--- config.mk ---
export PLATFORM = sky130hd
export DESIGN_NAME = cws_sequencer
export DESIGN_NICKNAME = d
export VERILOG_FILES = /design/src/cws_pkg.sv /design/src/cws_sequencer.sv
export VERILOG_INCLUDE_DIRS = /design/src
export SDC_FILE = /design/constraint.sdc
export NUM_CORES = 1
export LEC_CHECK = 0
export ABC_AREA = 1
export BUFFER_PORTS_ARGS = -buffer_cell sky130_fd_sc_hd__buf_2
export CAP_MARGIN = 20
export CORE_UTILIZATION = 32
export CTS_CLUSTER_DIAMETER = 150
export DETAILED_ROUTE_END_ITERATION = 12
export PLACE_DENSITY = 0.5
export SLEW_MARGIN = 30
export SYNTH_ARGS = -nofsm -noshare
export SYNTH_HDL_FRONTEND = slang
export SYNTH_SLANG_ARGS = --single-unit
--- constraint.sdc ---
create_clock -name clk -period 10.2 [get_ports clk]
set_input_delay 2.04 -clock clk [delete_from_list [all_inputs] [get_ports clk]]
set_output_delay 2.04 -clock clk [all_outputs]
set_load 0.005 [all_outputs]
--- src/cws_params.svh ---
// Offsets, field positions, reset values and timing counts of the control write sequencer
`ifndef CWS_PARAMS_SVH
`define CWS_PARAMS_SVH

// Register offsets on the serial control interface
`define CWS_ADDR_SETUP    8'h46
`define CWS_ADDR_STEP_A   8'h47
`define CWS_ADDR_STEP_B   8'h48
`define CWS_ADDR_COMMAND  8'h49
`define CWS_ADDR_BUSY     8'h4a
`define CWS_ADDR_POSITION 8'h4b

// Setup register fields
`define CWS_ON_BIT        8
`define CWS_WRPOS_MSB     4
// Step register A fields
`define CWS_WIDTH_MSB     14
`define CWS_WIDTH_LSB     12
`define CWS_FLSB_MSB      11
`define CWS_FLSB_LSB      8
`define CWS_TARGET_MSB    7
// Step register B fields
`define CWS_END_BIT       14
`define CWS_WAIT_MSB      11
`define CWS_WAIT_LSB      8
`define CWS_VALUE_MSB     7
// Command register fields
`define CWS_ABORT_BIT     9
`define CWS_GO_BIT        8
`define CWS_FIRST_MSB     5
// Busy register field
`define CWS_RUN_BIT       0

// Index map of the step memory
`define CWS_RAM_LAST      6'h1f
`define CWS_ROM_FIRST     6'h20
`define CWS_ROM_LAST      6'h3a
`define CWS_ROM_DEPTH     27

// Reset values
`define CWS_RST_INDEX     6'h00
`define CWS_RST_WRPOS     5'h00
`define CWS_RST_STEP      15'h0000

// Step timing: one unit is 62.5 us, a step lasts unit * (2^code + 8)
`define CWS_UNIT_PS       62500000
`define CWS_CLK_PS        5000
`define CWS_UNIT_CYCLES   (`CWS_UNIT_PS / `CWS_CLK_PS)
`define CWS_UNIT_BASE     16'h0008

`endif

--- src/cws_pkg.sv ---
// Types shared by the control write sequencer
package cws_pkg;

  // Sequencer states, one-hot
  typedef enum logic [5:0] {
    CWS_IDLE   = 6'b000001,
    CWS_FETCH  = 6'b000010,
    CWS_READ   = 6'b000100,
    CWS_MODIFY = 6'b001000,
    CWS_WRITE  = 6'b010000,
    CWS_WAIT   = 6'b100000
  } cws_state_e;

  // One decoded step of the sequence memory
  typedef struct packed {
    logic       end_flag;    // step_end_flag
    logic [3:0] wait_code;   // step_wait_code
    logic [2:0] width;       // step_field_width
    logic [3:0] field_lsb;   // step_field_lsb
    logic [7:0] target;      // step_target_reg
    logic [7:0] value;       // step_value
  } cws_step_s;

  // Host request from the serial control interface decoder
  typedef struct packed {
    logic        wr;
    logic        rd;
    logic [7:0]  addr;
    logic [15:0] wdata;
  } cws_host_req_s;

  // Write or read toward the control register bank
  typedef struct packed {
    logic        wr;
    logic        rd;
    logic [7:0]  addr;
    logic [15:0] wdata;
  } cws_bank_req_s;

endpackage : cws_pkg

--- src/cws_sequencer.sv ---
// Control write sequencer: command registers, step memory and step engine
`timescale 1ns/10ps
`include "cws_params.svh"

// Summary of operation
// - Abort bit ends sequence, frees control port
// - Start bit begins at start index location
// - Execute steps until end-flagged step done
// - Start bit clears itself on completion
// - Six-bit start index: RAM, ROM, reserved
// - Read-only busy flag, high while running
// - Host control writes dropped while busy
// - Current index shows last fetched location
// - Step writes width-limited field at address
// - End flag halts after that step
// - Step time is unit times (2^D+8)
// - Step writes copied to RAM write index
module cws_sequencer #(
  parameter int unsigned UNIT_CYCLES = `CWS_UNIT_CYCLES  // Clock cycles per delay unit
) (
  input  wire logic                   clk,
  input  wire logic                   rst,
  input  wire cws_pkg::cws_host_req_s host_req,
  output logic [15:0]                 host_rdata,
  output cws_pkg::cws_bank_req_s      bank_req,
  input  wire logic [15:0]            bank_rdata,
  output logic                        seq_running_flag
);

  // All state of the block except the step RAM, registered as one word
  typedef struct packed {
    cws_pkg::cws_state_e    st;
    logic                   sequencer_on;        // Enable from the setup register
    logic [4:0]             step_ram_write_pos;  // RAM slot that step writes land in
    logic [14:0]            step_a;              // Shadow of step register A
    logic [14:0]            step_b;              // Shadow of step register B
    logic                   seq_go_cmd;          // Start bit, self-clearing
    logic [5:0]             seq_first_step;      // Start index
    logic [5:0]             seq_last_step_pos;   // Location of last fetched step
    logic [5:0]             next_pos;            // Location the next fetch uses
    logic                   running;             // Busy flag
    logic [13:0]            tick;                // Cycles within one delay unit
    logic [15:0]            units;               // Whole units elapsed in this step
    logic [15:0]            goal;                // Units this step must last
    cws_pkg::cws_step_s     cur;                 // Step being executed
    logic [15:0]            rdata;               // Host read answer
    cws_pkg::cws_bank_req_s bank;                // Request toward the register bank
  } cws_state_s;

  cws_state_s q;       // Registered state
  cws_state_s next_q;  // Next state

  // Step memory: writable RAM part, the ROM part is a constant table
  logic [27:0] step_ram [32];

  // Mask covering width+1 bits starting at the field LSB
  function automatic logic [15:0] field_mask(input logic [2:0] w, input logic [3:0] lsb);
    logic [15:0] ones;
    ones = 16'((17'h00002 << w) - 17'h00001);
    return 16'(ones << lsb);
  endfunction : field_mask

  // Build a memory word from the two step registers
  function automatic cws_pkg::cws_step_s pack_step(input logic [14:0] a, input logic [14:0] b);
    cws_pkg::cws_step_s s;
    s.end_flag  = b[`CWS_END_BIT];
    s.wait_code = b[`CWS_WAIT_MSB:`CWS_WAIT_LSB];
    s.width     = a[`CWS_WIDTH_MSB:`CWS_WIDTH_LSB];
    s.field_lsb = a[`CWS_FLSB_MSB:`CWS_FLSB_LSB];
    s.target    = a[`CWS_TARGET_MSB:0];
    s.value     = b[`CWS_VALUE_MSB:0];
    return s;
  endfunction : pack_step

  // Fixed ROM steps: each ends its sequence and clears bit 0 of register 0x00 (one-bit field of 0)
  function automatic cws_pkg::cws_step_s rom_step(input logic [5:0] pos);
    cws_pkg::cws_step_s s;
    s = '0;
    s.end_flag = (pos <= `CWS_ROM_LAST);
    return s;
  endfunction : rom_step

  // Host write strobes decoded per register
  logic wr_setup;
  logic wr_step_a;
  logic wr_step_b;
  logic wr_command;
  logic wr_other;
  logic unit_done;
  logic step_done;
  cws_pkg::cws_step_s fetched;

  // Address decode; only the command register stays writable while busy
  always_comb begin
    wr_command = host_req.wr && (host_req.addr == `CWS_ADDR_COMMAND);
    wr_setup   = host_req.wr && !q.running && (host_req.addr == `CWS_ADDR_SETUP);
    wr_step_a  = host_req.wr && !q.running && (host_req.addr == `CWS_ADDR_STEP_A);
    wr_step_b  = host_req.wr && !q.running && (host_req.addr == `CWS_ADDR_STEP_B);
    wr_other   = host_req.wr && !q.running && !(host_req.addr inside
                 {[`CWS_ADDR_SETUP:`CWS_ADDR_POSITION]});
  end

  // Step memory lookup and delay timer terminal counts
  always_comb begin
    if (q.next_pos <= `CWS_RAM_LAST) begin
      fetched = cws_pkg::cws_step_s'(step_ram[q.next_pos[4:0]]);
    end else begin
      fetched = rom_step(q.next_pos);
    end
    unit_done = (q.tick == 14'(UNIT_CYCLES - 1));
    step_done = unit_done && (q.units == q.goal - 16'h0001);
  end

  // Next-state logic for registers and the step engine
  always_comb begin
    next_q = q;
    next_q.bank.wr = 1'b0;
    next_q.bank.rd = 1'b0;
    // Setup register: enable and RAM write position
    if (wr_setup) begin
      next_q.sequencer_on       = host_req.wdata[`CWS_ON_BIT];
      next_q.step_ram_write_pos = host_req.wdata[`CWS_WRPOS_MSB:0];
    end
    // Step register shadows, read back by the host
    if (wr_step_a) begin
      next_q.step_a = host_req.wdata[14:0];
    end
    if (wr_step_b) begin
      next_q.step_b = host_req.wdata[14:0];
    end
    // Ordinary control writes pass to the bank only while idle
    if (wr_other) begin
      next_q.bank.wr    = 1'b1;
      next_q.bank.addr  = host_req.addr;
      next_q.bank.wdata = host_req.wdata;
    end
    // Delay timer runs from fetch to the end of the step
    if (!q.st[0]) begin
      next_q.tick = unit_done ? 14'h0000 : q.tick + 14'h0001;
      if (unit_done) begin
        next_q.units = q.units + 16'h0001;
      end
    end
    unique case (q.st)
      cws_pkg::CWS_IDLE: begin
        // Start only accepted when enabled; abort in the same write wins
        if (wr_command && !host_req.wdata[`CWS_ABORT_BIT]) begin
          next_q.seq_first_step = host_req.wdata[`CWS_FIRST_MSB:0];
          if (host_req.wdata[`CWS_GO_BIT] && q.sequencer_on) begin
            next_q.seq_go_cmd = 1'b1;
            next_q.running    = 1'b1;
            next_q.next_pos   = host_req.wdata[`CWS_FIRST_MSB:0];
            next_q.st         = cws_pkg::CWS_FETCH;
            next_q.tick       = 14'h0000;
            next_q.units      = 16'h0000;
          end
        end
      end
      cws_pkg::CWS_FETCH: begin
        next_q.seq_last_step_pos = q.next_pos;
        next_q.cur  = fetched;
        next_q.goal = 16'(17'h00001 << fetched.wait_code) + `CWS_UNIT_BASE;
        if (q.next_pos > `CWS_ROM_LAST) begin
          // Reserved location: stop without writing
          next_q.st         = cws_pkg::CWS_IDLE;
          next_q.running    = 1'b0;
          next_q.seq_go_cmd = 1'b0;
        end else begin
          next_q.st = cws_pkg::CWS_READ;
        end
      end
      cws_pkg::CWS_READ: begin
        // Fetch the current contents of the target register
        next_q.bank.rd   = 1'b1;
        next_q.bank.addr = q.cur.target;
        next_q.st        = cws_pkg::CWS_MODIFY;
      end
      cws_pkg::CWS_MODIFY: begin
        // Bank read data arrives one cycle after the read strobe
        next_q.st = cws_pkg::CWS_WRITE;
      end
      cws_pkg::CWS_WRITE: begin
        // Replace only the selected field; unused value MSBs are dropped
        next_q.bank.wr    = 1'b1;
        next_q.bank.addr  = q.cur.target;
        next_q.bank.wdata = (bank_rdata & ~field_mask(q.cur.width, q.cur.field_lsb)) |
                            (16'(q.cur.value) << q.cur.field_lsb &
                             field_mask(q.cur.width, q.cur.field_lsb));
        next_q.st         = cws_pkg::CWS_WAIT;
      end
      cws_pkg::CWS_WAIT: begin
        if (step_done) begin
          if (q.cur.end_flag) begin
            next_q.st         = cws_pkg::CWS_IDLE;
            next_q.running    = 1'b0;
            next_q.seq_go_cmd = 1'b0;
          end else begin
            next_q.next_pos = q.seq_last_step_pos + 6'h01;
            next_q.st       = cws_pkg::CWS_FETCH;
            next_q.tick     = 14'h0000;
            next_q.units    = 16'h0000;
          end
        end
      end
    endcase
    // Abort ends any step at once, even one mid-write
    if (wr_command && host_req.wdata[`CWS_ABORT_BIT] && q.running) begin
      next_q.st         = cws_pkg::CWS_IDLE;
      next_q.running    = 1'b0;
      next_q.seq_go_cmd = 1'b0;
      next_q.bank.wr    = 1'b0;
      next_q.bank.rd    = 1'b0;
    end
    // Host read answer, zero for addresses outside this block
    next_q.rdata = 16'h0000;
    if (host_req.rd) begin
      unique case (host_req.addr)
        `CWS_ADDR_SETUP:    next_q.rdata = 16'({q.sequencer_on, 3'h0, q.step_ram_write_pos});
        `CWS_ADDR_STEP_A:   next_q.rdata = {1'b0, q.step_a};
        `CWS_ADDR_STEP_B:   next_q.rdata = {1'b0, q.step_b};
        `CWS_ADDR_COMMAND:  next_q.rdata = 16'({q.seq_go_cmd, 2'h0, q.seq_first_step});
        `CWS_ADDR_BUSY:     next_q.rdata = 16'(q.running);
        `CWS_ADDR_POSITION: next_q.rdata = 16'(q.seq_last_step_pos);
        default:            next_q.rdata = 16'h0000;
      endcase
    end
  end

  // State register
  always_ff @(posedge clk or posedge rst) begin
    if (rst) begin
      q                    <= '0;
      q.st                 <= cws_pkg::CWS_IDLE;
      q.step_ram_write_pos <= `CWS_RST_WRPOS;
      q.step_a             <= `CWS_RST_STEP;
      q.step_b             <= `CWS_RST_STEP;
      q.seq_first_step     <= `CWS_RST_INDEX;
      q.seq_last_step_pos  <= `CWS_RST_INDEX;
      q.goal               <= `CWS_UNIT_BASE;
    end else begin
      q <= next_q;
    end
  end

  // RAM fill: a step register write copies the new word into the selected slot
  always_ff @(posedge clk) begin
    if (wr_step_a) begin
      step_ram[q.step_ram_write_pos] <= pack_step(host_req.wdata[14:0], q.step_b);
    end else if (wr_step_b) begin
      step_ram[q.step_ram_write_pos] <= pack_step(q.step_a, host_req.wdata[14:0]);
    end
  end

  // Outputs straight from the state register
  always_comb begin
    host_rdata       = q.rdata;
    bank_req         = q.bank;
    seq_running_flag = q.running;
  end

endmodule : cws_sequencer

After elaboration in Yosys (flattened, before gate mapping). Memories as Yosys holds them, arrays and structs flattened. Cells that the tools add are included.

Register bits after elaboration: 174. Latch bits: 0. RAM bits: 896. Memory bits (read-only): 0. Input port bits: 44. Output and inout bits: 43. Logic and storage cells: 133. Memories kept: 1.

Memories: step_ram (depth 32, bits a word 28, read ports 1, clocked after Yosys merged registers in 0, wr ports 1, line cws_sequencer.sv:54) `logic [27:0] step_ram [32];`.

Add/sub/neg operators: 6. Multiply operators: 0. Divide/modulo/power cells: 0. $lt $le $gt $ge: 5. Eq/ne operators: 23. Shifts and indexed selects: 4. Mux-type cells: 42. Bitwise operators: 5. Reductions and logical operators: 24.

Operator list (count): 37-bit two-way mux (3); 15-bit case mux with 6 select lines (1); 30-bit two-way mux (2); 30-bit case mux with 2 select lines (1); 28-bit two-way mux (2); 8-bit by 7-bit == test with 1-bit output, second input constant (6); 6-bit case mux with 6 select lines (1); 16-bit bitwise AND (2); 16-bit two-way mux (2); 16-bit by 1-bit subtractor with 16-bit output, second input constant (2); 6-bit two-way mux (5); 24-bit two-way mux (1); 16-bit by 1-bit adder with 16-bit output, second input constant (1); 16-bit by 4-bit adder with 16-bit output, second input constant (1); 16-bit == test (1); 16-bit inverter (1); 16-bit OR (1); 1-bit by 4-bit << shifter with 16-bit output, first input constant (1); 16-bit by 4-bit << shifter with 16-bit output (1); 2-bit by 3-bit << shifter with 16-bit output, first input constant (1); 8-bit by 4-bit << shifter with 16-bit output (1); 15-bit two-way mux (1); 3-bit != test, second input constant (5); 14-bit by 1-bit adder with 14-bit output, second input constant (1); 32 further kinds (65).

Depth between registers and ports, before layout. Gate-level depths: netlist (run 1).

Depth after elaboration: 7. Gate-level depth with buffers: 21. Gate-level depth less buffers: 19.

Worst setup path before layout (run 1). Ideal clock, no wire load.

Path kind: input-to-reg. Start: input port host_req[16] (netlist name). End: memory step_ram[18][0] (enable). Arrival time: 5.230 ns. Required time: 9.752 ns. Slack: 4.522 ns. Stages: 6. Buffers on the path: 1. Cells stage by stage: clkbuf_1 -> nor4_2 -> nand2_2 -> nand2_1 -> nand4_1 -> nor3_1.

Word-level cells in the longest chain between the ends: 6.

RTL lines: start: declaration (line cws_sequencer.sv:23) `input wire cws_pkg::cws_host_req_s host_req,`; 8-bit by 7-bit == test with 1-bit output; 1-bit logical AND (line cws_sequencer.sv:98) `` wr_step_b = host_req.wr && !q.running && (host_req.addr == `CWS_ADDR_STEP_B); ``; 1-bit two-way mux (line cws_sequencer.sv:249) `end else if (wr_step_b) begin`; 1-bit two-way mux (line cws_sequencer.sv:247) `if (wr_step_a) begin`; 1-bit two-way mux (implied by the code) (line cws_sequencer.sv:250) `step_ram[q.step_ram_write_pos] <= pack_step(q.step_a, host_req.wdata[14:0]);`; 1-bit OR (no line) *; end: declaration (line cws_sequencer.sv:54).

Mark *: on every way between the ends. The rest lies on a longest branch, timed or not.

Worst setup path in the final report (run 1).
Start: input port host_req[21] (netlist name). End: memory step_ram[8][18] (enable).

The elaborated chain is that of the path after synthesis.

==> flow_summary.toml, run 1 <==
[floorplan]
die_area_sq_mm = 0.141
placementRows = 136
dieWidth_um = 376
core_sq_mm = 0.138
die_h_um = 376
boundaryPins = 87
start_util_pct = 32.4

[yosys]
ys_async_sr_fraction_pct = 16.2
synth_ff_type = "edfxtp_1"
synth.distinct_cells = 53
syn-cell-area_sq_mm = 0.0447
synth_edf_count = 896
synth_cells = 3905
syn_nets = 3954
ys_ff_latch = 1069
yosysSeqAreaShare_pct = 69.9
syn_area_per_cell_sq_um = 11.4
ys.warnings.count = 0

[sta]
fmaxAchievable_mhz = 193
rsz0062_at_grt = "no"
hold_viol_final = 0
post-route-period-util_pct = 50.8
slew_headroom_pct = 31.6
fin_skew_ns = 0.0478
tightest_slew_ns = 1.02
setup_tns_ns = 0
min_period_ns = 5.18
drv_slew = 0
setup_violations = 0

[power]
p_leak_nw = 18.1
finalPower_w = 0.0134
power_density_mw_per_mm2 = 259
peakVddDrop_v = 0.000223

[setup_path]
worstRegToRegCells = 15
crit_family = "simple AND/OR/NAND/NOR gates"
max_stage_delay_ns = 1.06
arrival_ns = 5.53
cp.required_ns = 10.55
r2r_end = "q[75]$_DFFE_PP0P_"
critical_path_buf_inv_count = 2
r2r_start = "q[118]$_DFFE_PP0P_"
end_kind = "flip-flop"
path_cells = "buf_2, nor2_1, nand3_2, nor4_2, buf_4, nand2_2, nand2_1, nand3_1, nor2_4"
path_max_fanout = 28
start_kind = "input port"
r2r_slack_ns = 5.43
cpMaxStageDelayCell = "nor2_4"
critPathKind = "in2reg"

[clocking]
clockBufferDepth = 3
cts_setup_buffers = 0
cts.sinks = 1069
clkSlewWorstSetupHoldPaths_ns = 0.06
ctsHoldBuffers = 0
tritoncts = "yes"
insertion_delay_ns = 0.76
cts_buffers = 114
cts_root_buf = "clkbuf_16"
postCtsResizedCells = 0
htreeDepth = 3

[place]
dpl.hpwl_um = 89000
place.gp.congestion = 0.869
portBuffers = 85

[cells_and_area]
finalNetCount = 3979
final_cell_mix = "edfxtp_1 (896), nor2_1 (597), o21ai_0 (560)"
multi_input_area_sq_mm = 0.0121
regArea_sq_mm = 0.0312
filler_cell_count = 13298
final_common_cell = "edfxtp_1"
drive_gt1_share_pct = 11.0
syn_to_final_growth_pct = 16.1

[outcome]
status = "completed"

[min_path]
worstHoldStart = "q[134]$_DFFE_PP0P_"
whs_endpoint = "q[134]$_DFFE_PP0P_"
hold_path.class = "reg2reg"
hold_depth = 2

[drt]
viasPerCell = 5.24
routed_wl_um = 144000
drc = 0
ant_nets = 0
wl_per_cell_um = 24.4
firstDrtPassIters = 5
drtIter0Drc = 3106
num_vias = 30898

[global_route]
grt_max_degree = 178
gr-total-overflow = 0
grt_pass1_wl_um = 209000
grt_antenna_before_repair = 5
first_global_vias = 29245
grt_usage_pct = 20.1

[job]
drv_cap = 0
## cell usage after synthesis (4+ instances only)
master / count / share of area (%)
xnor2_1: 11 / 0.22
nand3_1: 150 / 1.7
ha_1: 5 / 0.14
a211oi_1: 14 / 0.24
a21oi_1: 52 / 0.58
o21ai_1: 7 / 0.078
o22ai_1: 171 / 2.4
inv_1: 185 / 1.6
nand2_1: 477 / 4.0
buf_2: 38 / 0.43
dfrtp_1: 171 / 9.6
mux2i_1: 4 / 0.090
buf_4: 47 / 0.79
edfxtp_1: 896 / 60
nand4_1: 71 / 0.99
nand2_2: 4 / 0.056
buf_1: 10 / 0.084
inv_2: 8 / 0.067
nor2_1: 630 / 5.3
xor2_1: 20 / 0.39
nor3_1: 29 / 0.32
nand3b_1: 4 / 0.067
clkbuf_1: 170 / 1.4
o21ai_0: 579 / 6.5
nor2_2: 5 / 0.070
o211ai_1: 36 / 0.60
o2111ai_1: 7 / 0.14
a31oi_1: 5 / 0.070
nor4_1: 4 / 0.056
o221ai_1: 58 / 1.1
## area by class of cell
type                    instances  share of cell area, %
clock buffers                 142                   5.76
flip-flops and latches       1069                   60.2
diodes                          3                 0.0145
inverters                     196                   1.46
well taps                    1863                   4.49
clock inverters                75                   1.43
repair buffers                176                   3.43
multi-input cells            2373                   23.3
## metrics by stage
step	worst slack [ns]	utilization [%]	cell area, sq um	hold WS (ns)	std cells
floorplan	3.47	-	44700	0.442	3905
global placement	4.16	34.3	47300	0.467	5645
detailed placement	4.28	34.7	47900	0.473	5668
CTS	5.07	37.4	51700	0.489	5885
global route	4.90	37.6	51900	0.521	5894
finish	5.02	37.6	51900	0.488	5897
## registers in the layout, summed over array words and instances, names as in the netlist
name / count
host_rdata: 15
bank_req: 26
q: 131
seq_running_flag: 1
step_ram: 896
## cell families (layout without fill, tap and decap cells)
kind of cell | Yosys count | in the layout | synth area share [%]
xor+xnor | 31 | 31 | 0.607
fa+ha+maj | 5 | 5 | 0.140
flops | 1069 | 1069 | 69.9
compound gates | 941 | 941 | 11.9
other cells | 1 | 4 | 0.00839
mux | 4 | 4 | 0.0896
simple gates | 1391 | 1391 | 12.9
buf+inv | 463 | 589 | 4.42
## worst reg2reg max path: stages, from the launching register on
cell and delay (ns):
dfrtp_4 0.74, buf_4 0.74, buf_4 0.71, buf_4 0.60, o21ai_0 0.19, o21ai_0 0.21
nand2_1 0.09, nand3_1 0.15, nand3_1 0.30, nor2_1 0.24, nand2_1 0.13, nor2_1 0.12
ha_1 0.18, nand4_1 0.09, nand3_1 0.11, nand2_1 0.05
## routing by layer
layer  global-route usage [%]  share of wire (%)  up-vias
li1                         -                  -    14059
met1                     28.5                 45    15528
met2                     31.6                 46     1109
met3                     2.63                6.1      196
met4                     7.09                3.2        6
met5                        0              0.018        -
## how the worst max path moves through the flow
stage                      start                   endpoint  slack (ns)  cells after the start
floorplan                    rst    bank_req[0]$_DFFE_PP0N_        3.47                      1
global placement    host_req[21]   step_ram[0][4]$_DFFE_PP_        4.16                      9
detailed placement  host_req[21]   step_ram[8][9]$_DFFE_PP_        4.28                      9
CTS                 host_req[21]  step_ram[8][21]$_DFFE_PP_        5.07                      9
global route        host_req[18]   step_ram[8][9]$_DFFE_PP_        4.90                      9
finish              host_req[21]  step_ram[8][18]$_DFFE_PP_        5.02                      9
## power breakdown
group / switching [W] / total (W) / internal [W]
clock network: 0.00181 / 0.00415 / 0.00235
logic: 0.00317 / 0.00423 / 0.00106
registers: 0.000200 / 0.00506 / 0.00486
total: 0.00517 / 0.0134 / 0.00826
Note: power is estimated with default switching activity, not from simulation.
==> run 2, diff against run 1 <==
Clock period 10.2 ns to 5.3 ns, I/O delays scaled along.
==> flow_summary.toml, run 2 (synthesis results as in run 1) <==
[sta]
timing.hold.ws_ns = 0.424
slew_headroom_pct = 32.0
drv_slew = 0
hold_viol_final = 0
post-route-period-util_pct = 73.0
rsz0062_at_grt = "no"
fmaxAchievable_mhz = 258
fin_skew_ns = 0.0297
setup_violations = 0
tightest_slew_ns = 1.02
worst_slack_ns = 1.43
setup_tns_ns = 0
min_period_ns = 3.87

[clocking]
cts_setup_buffers = 0
htreeDepth = 3
ctsHoldBuffers = 0
tritoncts = "yes"
cts_buffers = 110
clkSlewWorstSetupHoldPaths_ns = 0.06
postCtsResizedCells = 0
clockBufferDepth = 3
cts.sinks = 1069
cts_root_buf = "clkbuf_16"
insertion_delay_ns = 0.70

[place]
place.gp.congestion = 0.844
dp_cells = 5692
portBuffers = 85
pre_cts_slack_ns = 0.830
dpl.hpwl_um = 83900

[setup_path]
worstRegToRegCells = 7
r2r_start = "seq_running_flag$_DFFE_PP0P_"
path_max_fanout = 31
r2r_slack_ns = 1.79
arrival_ns = 4.26
cp.required_ns = 5.69
end_kind = "flip-flop"
critPathKind = "in2reg"
start_kind = "input port"
r2r_end = "step_ram[15][25]$_DFFE_PP_"

[global_route]
grt_usage_pct = 19.0
grt_antenna_before_repair = 2
grt_max_degree = 147
grt_pass1_wl_um = 200000
first_global_vias = 28682
gr-total-overflow = 0

[cells_and_area]
antenna_cells = 0
final_util_pct = 37.3
finalNetCount = 3992
regMostFlops = "step_ram"
filler_cell_count = 13348
largest_reg_flops = 896
final_common_cell = "edfxtp_1"
drive_gt1_share_pct = 11.3
syn_to_final_growth_pct = 15.2
final_cell_mix = "edfxtp_1 (896), nor2_1 (597), o21ai_0 (560)"
layout.cells.non_filler = 5898

[drt]
viasPerCell = 5.18
routed_wl_um = 137000
drc = 0
firstDrtPassIters = 6
num_vias = 30561
ant_nets = 0
drtIter0Drc = 3089
wl_per_cell_um = 23.2

[power]
power_density_mw_per_mm2 = 487
peakVddDrop_v = 0.000331
p_leak_nw = 18.0

[floorplan]
placementRows = 136
core_sq_mm = 0.138
boundaryPins = 87
start_util_pct = 32.4
die_area_sq_mm = 0.141
die_h_um = 376
dieWidth_um = 376

[min_path]
hold_path.class = "in2async"

[job]
drv_cap = 0

[outcome]
status = "completed"
## run 2: changes by cell type in the layout (fill, tap and decap cells not counted), moves of 4 or more
cell | previous run | this run
a21oi_2 | 0 | 7
a21oi_4 | 9 | 2
buf_12 | 6 | 25
buf_16 | 29 | 2
buf_4 | 53 | 80
clkbuf_8 | 1 | 17
clkinv_1 | 32 | 22
clkinv_16 | 4 | 0
clkinv_2 | 24 | 14
o21ai_2 | 1 | 13
o21ai_4 | 19 | 7
## run 2: routing by layer
layer | GRT usage [%] | routed length [um]
met1 | 27.2 | 62200
met2 | 30.5 | 64100
met3 | 2.66 | 7460
met4 | 4.38 | 2900
met5 | 0 | 13
## run 2: report_power, final
part	internal [W]	switching (W)
clock	0.00462	0.00328
sequential	0.00935	0.000272
combinational	0.00208	0.00550
## run 2: layout make-up
| type | instances | area [sq um] | area share, % |
|---|---|---|---|
| clock buffer | 157 | 3160 | 6.14 |
| clock inverter | 47 | 490 | 0.952 |
| inverter | 196 | 753 | 1.46 |
| multi-input combinational | 2373 | 11900 | 23.2 |
| sequential | 1069 | 31200 | 60.7 |
| tap | 1863 | 2330 | 4.53 |
| timing repair buffer | 193 | 1590 | 3.09 |
## run 2: critical path, cell delays in order
cell and delay [ns]:
buf_2 0.14, inv_1 0.12, nor3_1 0.27, inv_1 0.09
nor3_1 0.23, nand2_1 0.08, buf_4 0.24, nand2_1 0.27
nand3_1 0.61, nor2_4 0.84, buf_12 0.25
## run 2: worst max path at each step
stage | from | endpoint | slack [ns]
2_1_floorplan | host_req[16] | step_ram[18][0]$_DFFE_PP_ | 0.60
4_1_cts | host_req[17] | step_ram[15][8]$_DFFE_PP_ | 1.57
3_3_place_gp | host_req[17] | step_ram[15][23]$_DFFE_PP_ | 0.69
3_5_place_dp | host_req[17] | step_ram[15][23]$_DFFE_PP_ | 0.83
6_report | host_req[17] | step_ram[15][25]$_DFFE_PP_ | 1.43
5_1_grt | host_req[17] | step_ram[15][25]$_DFFE_PP_ | 1.31
## run 2: metrics by stage
| stage | instance area (sq um) | power [W] |
|---|---|---|
| after CTS | 51400 | 0.0253 |
| after global routing | 51500 | 0.0263 |
| after global placement | 47700 | 0.0173 |
| final | 51500 | 0.0251 |
| after detailed placement | 47800 | 0.0174 |
| after floorplan | 44700 | 0.0146 |
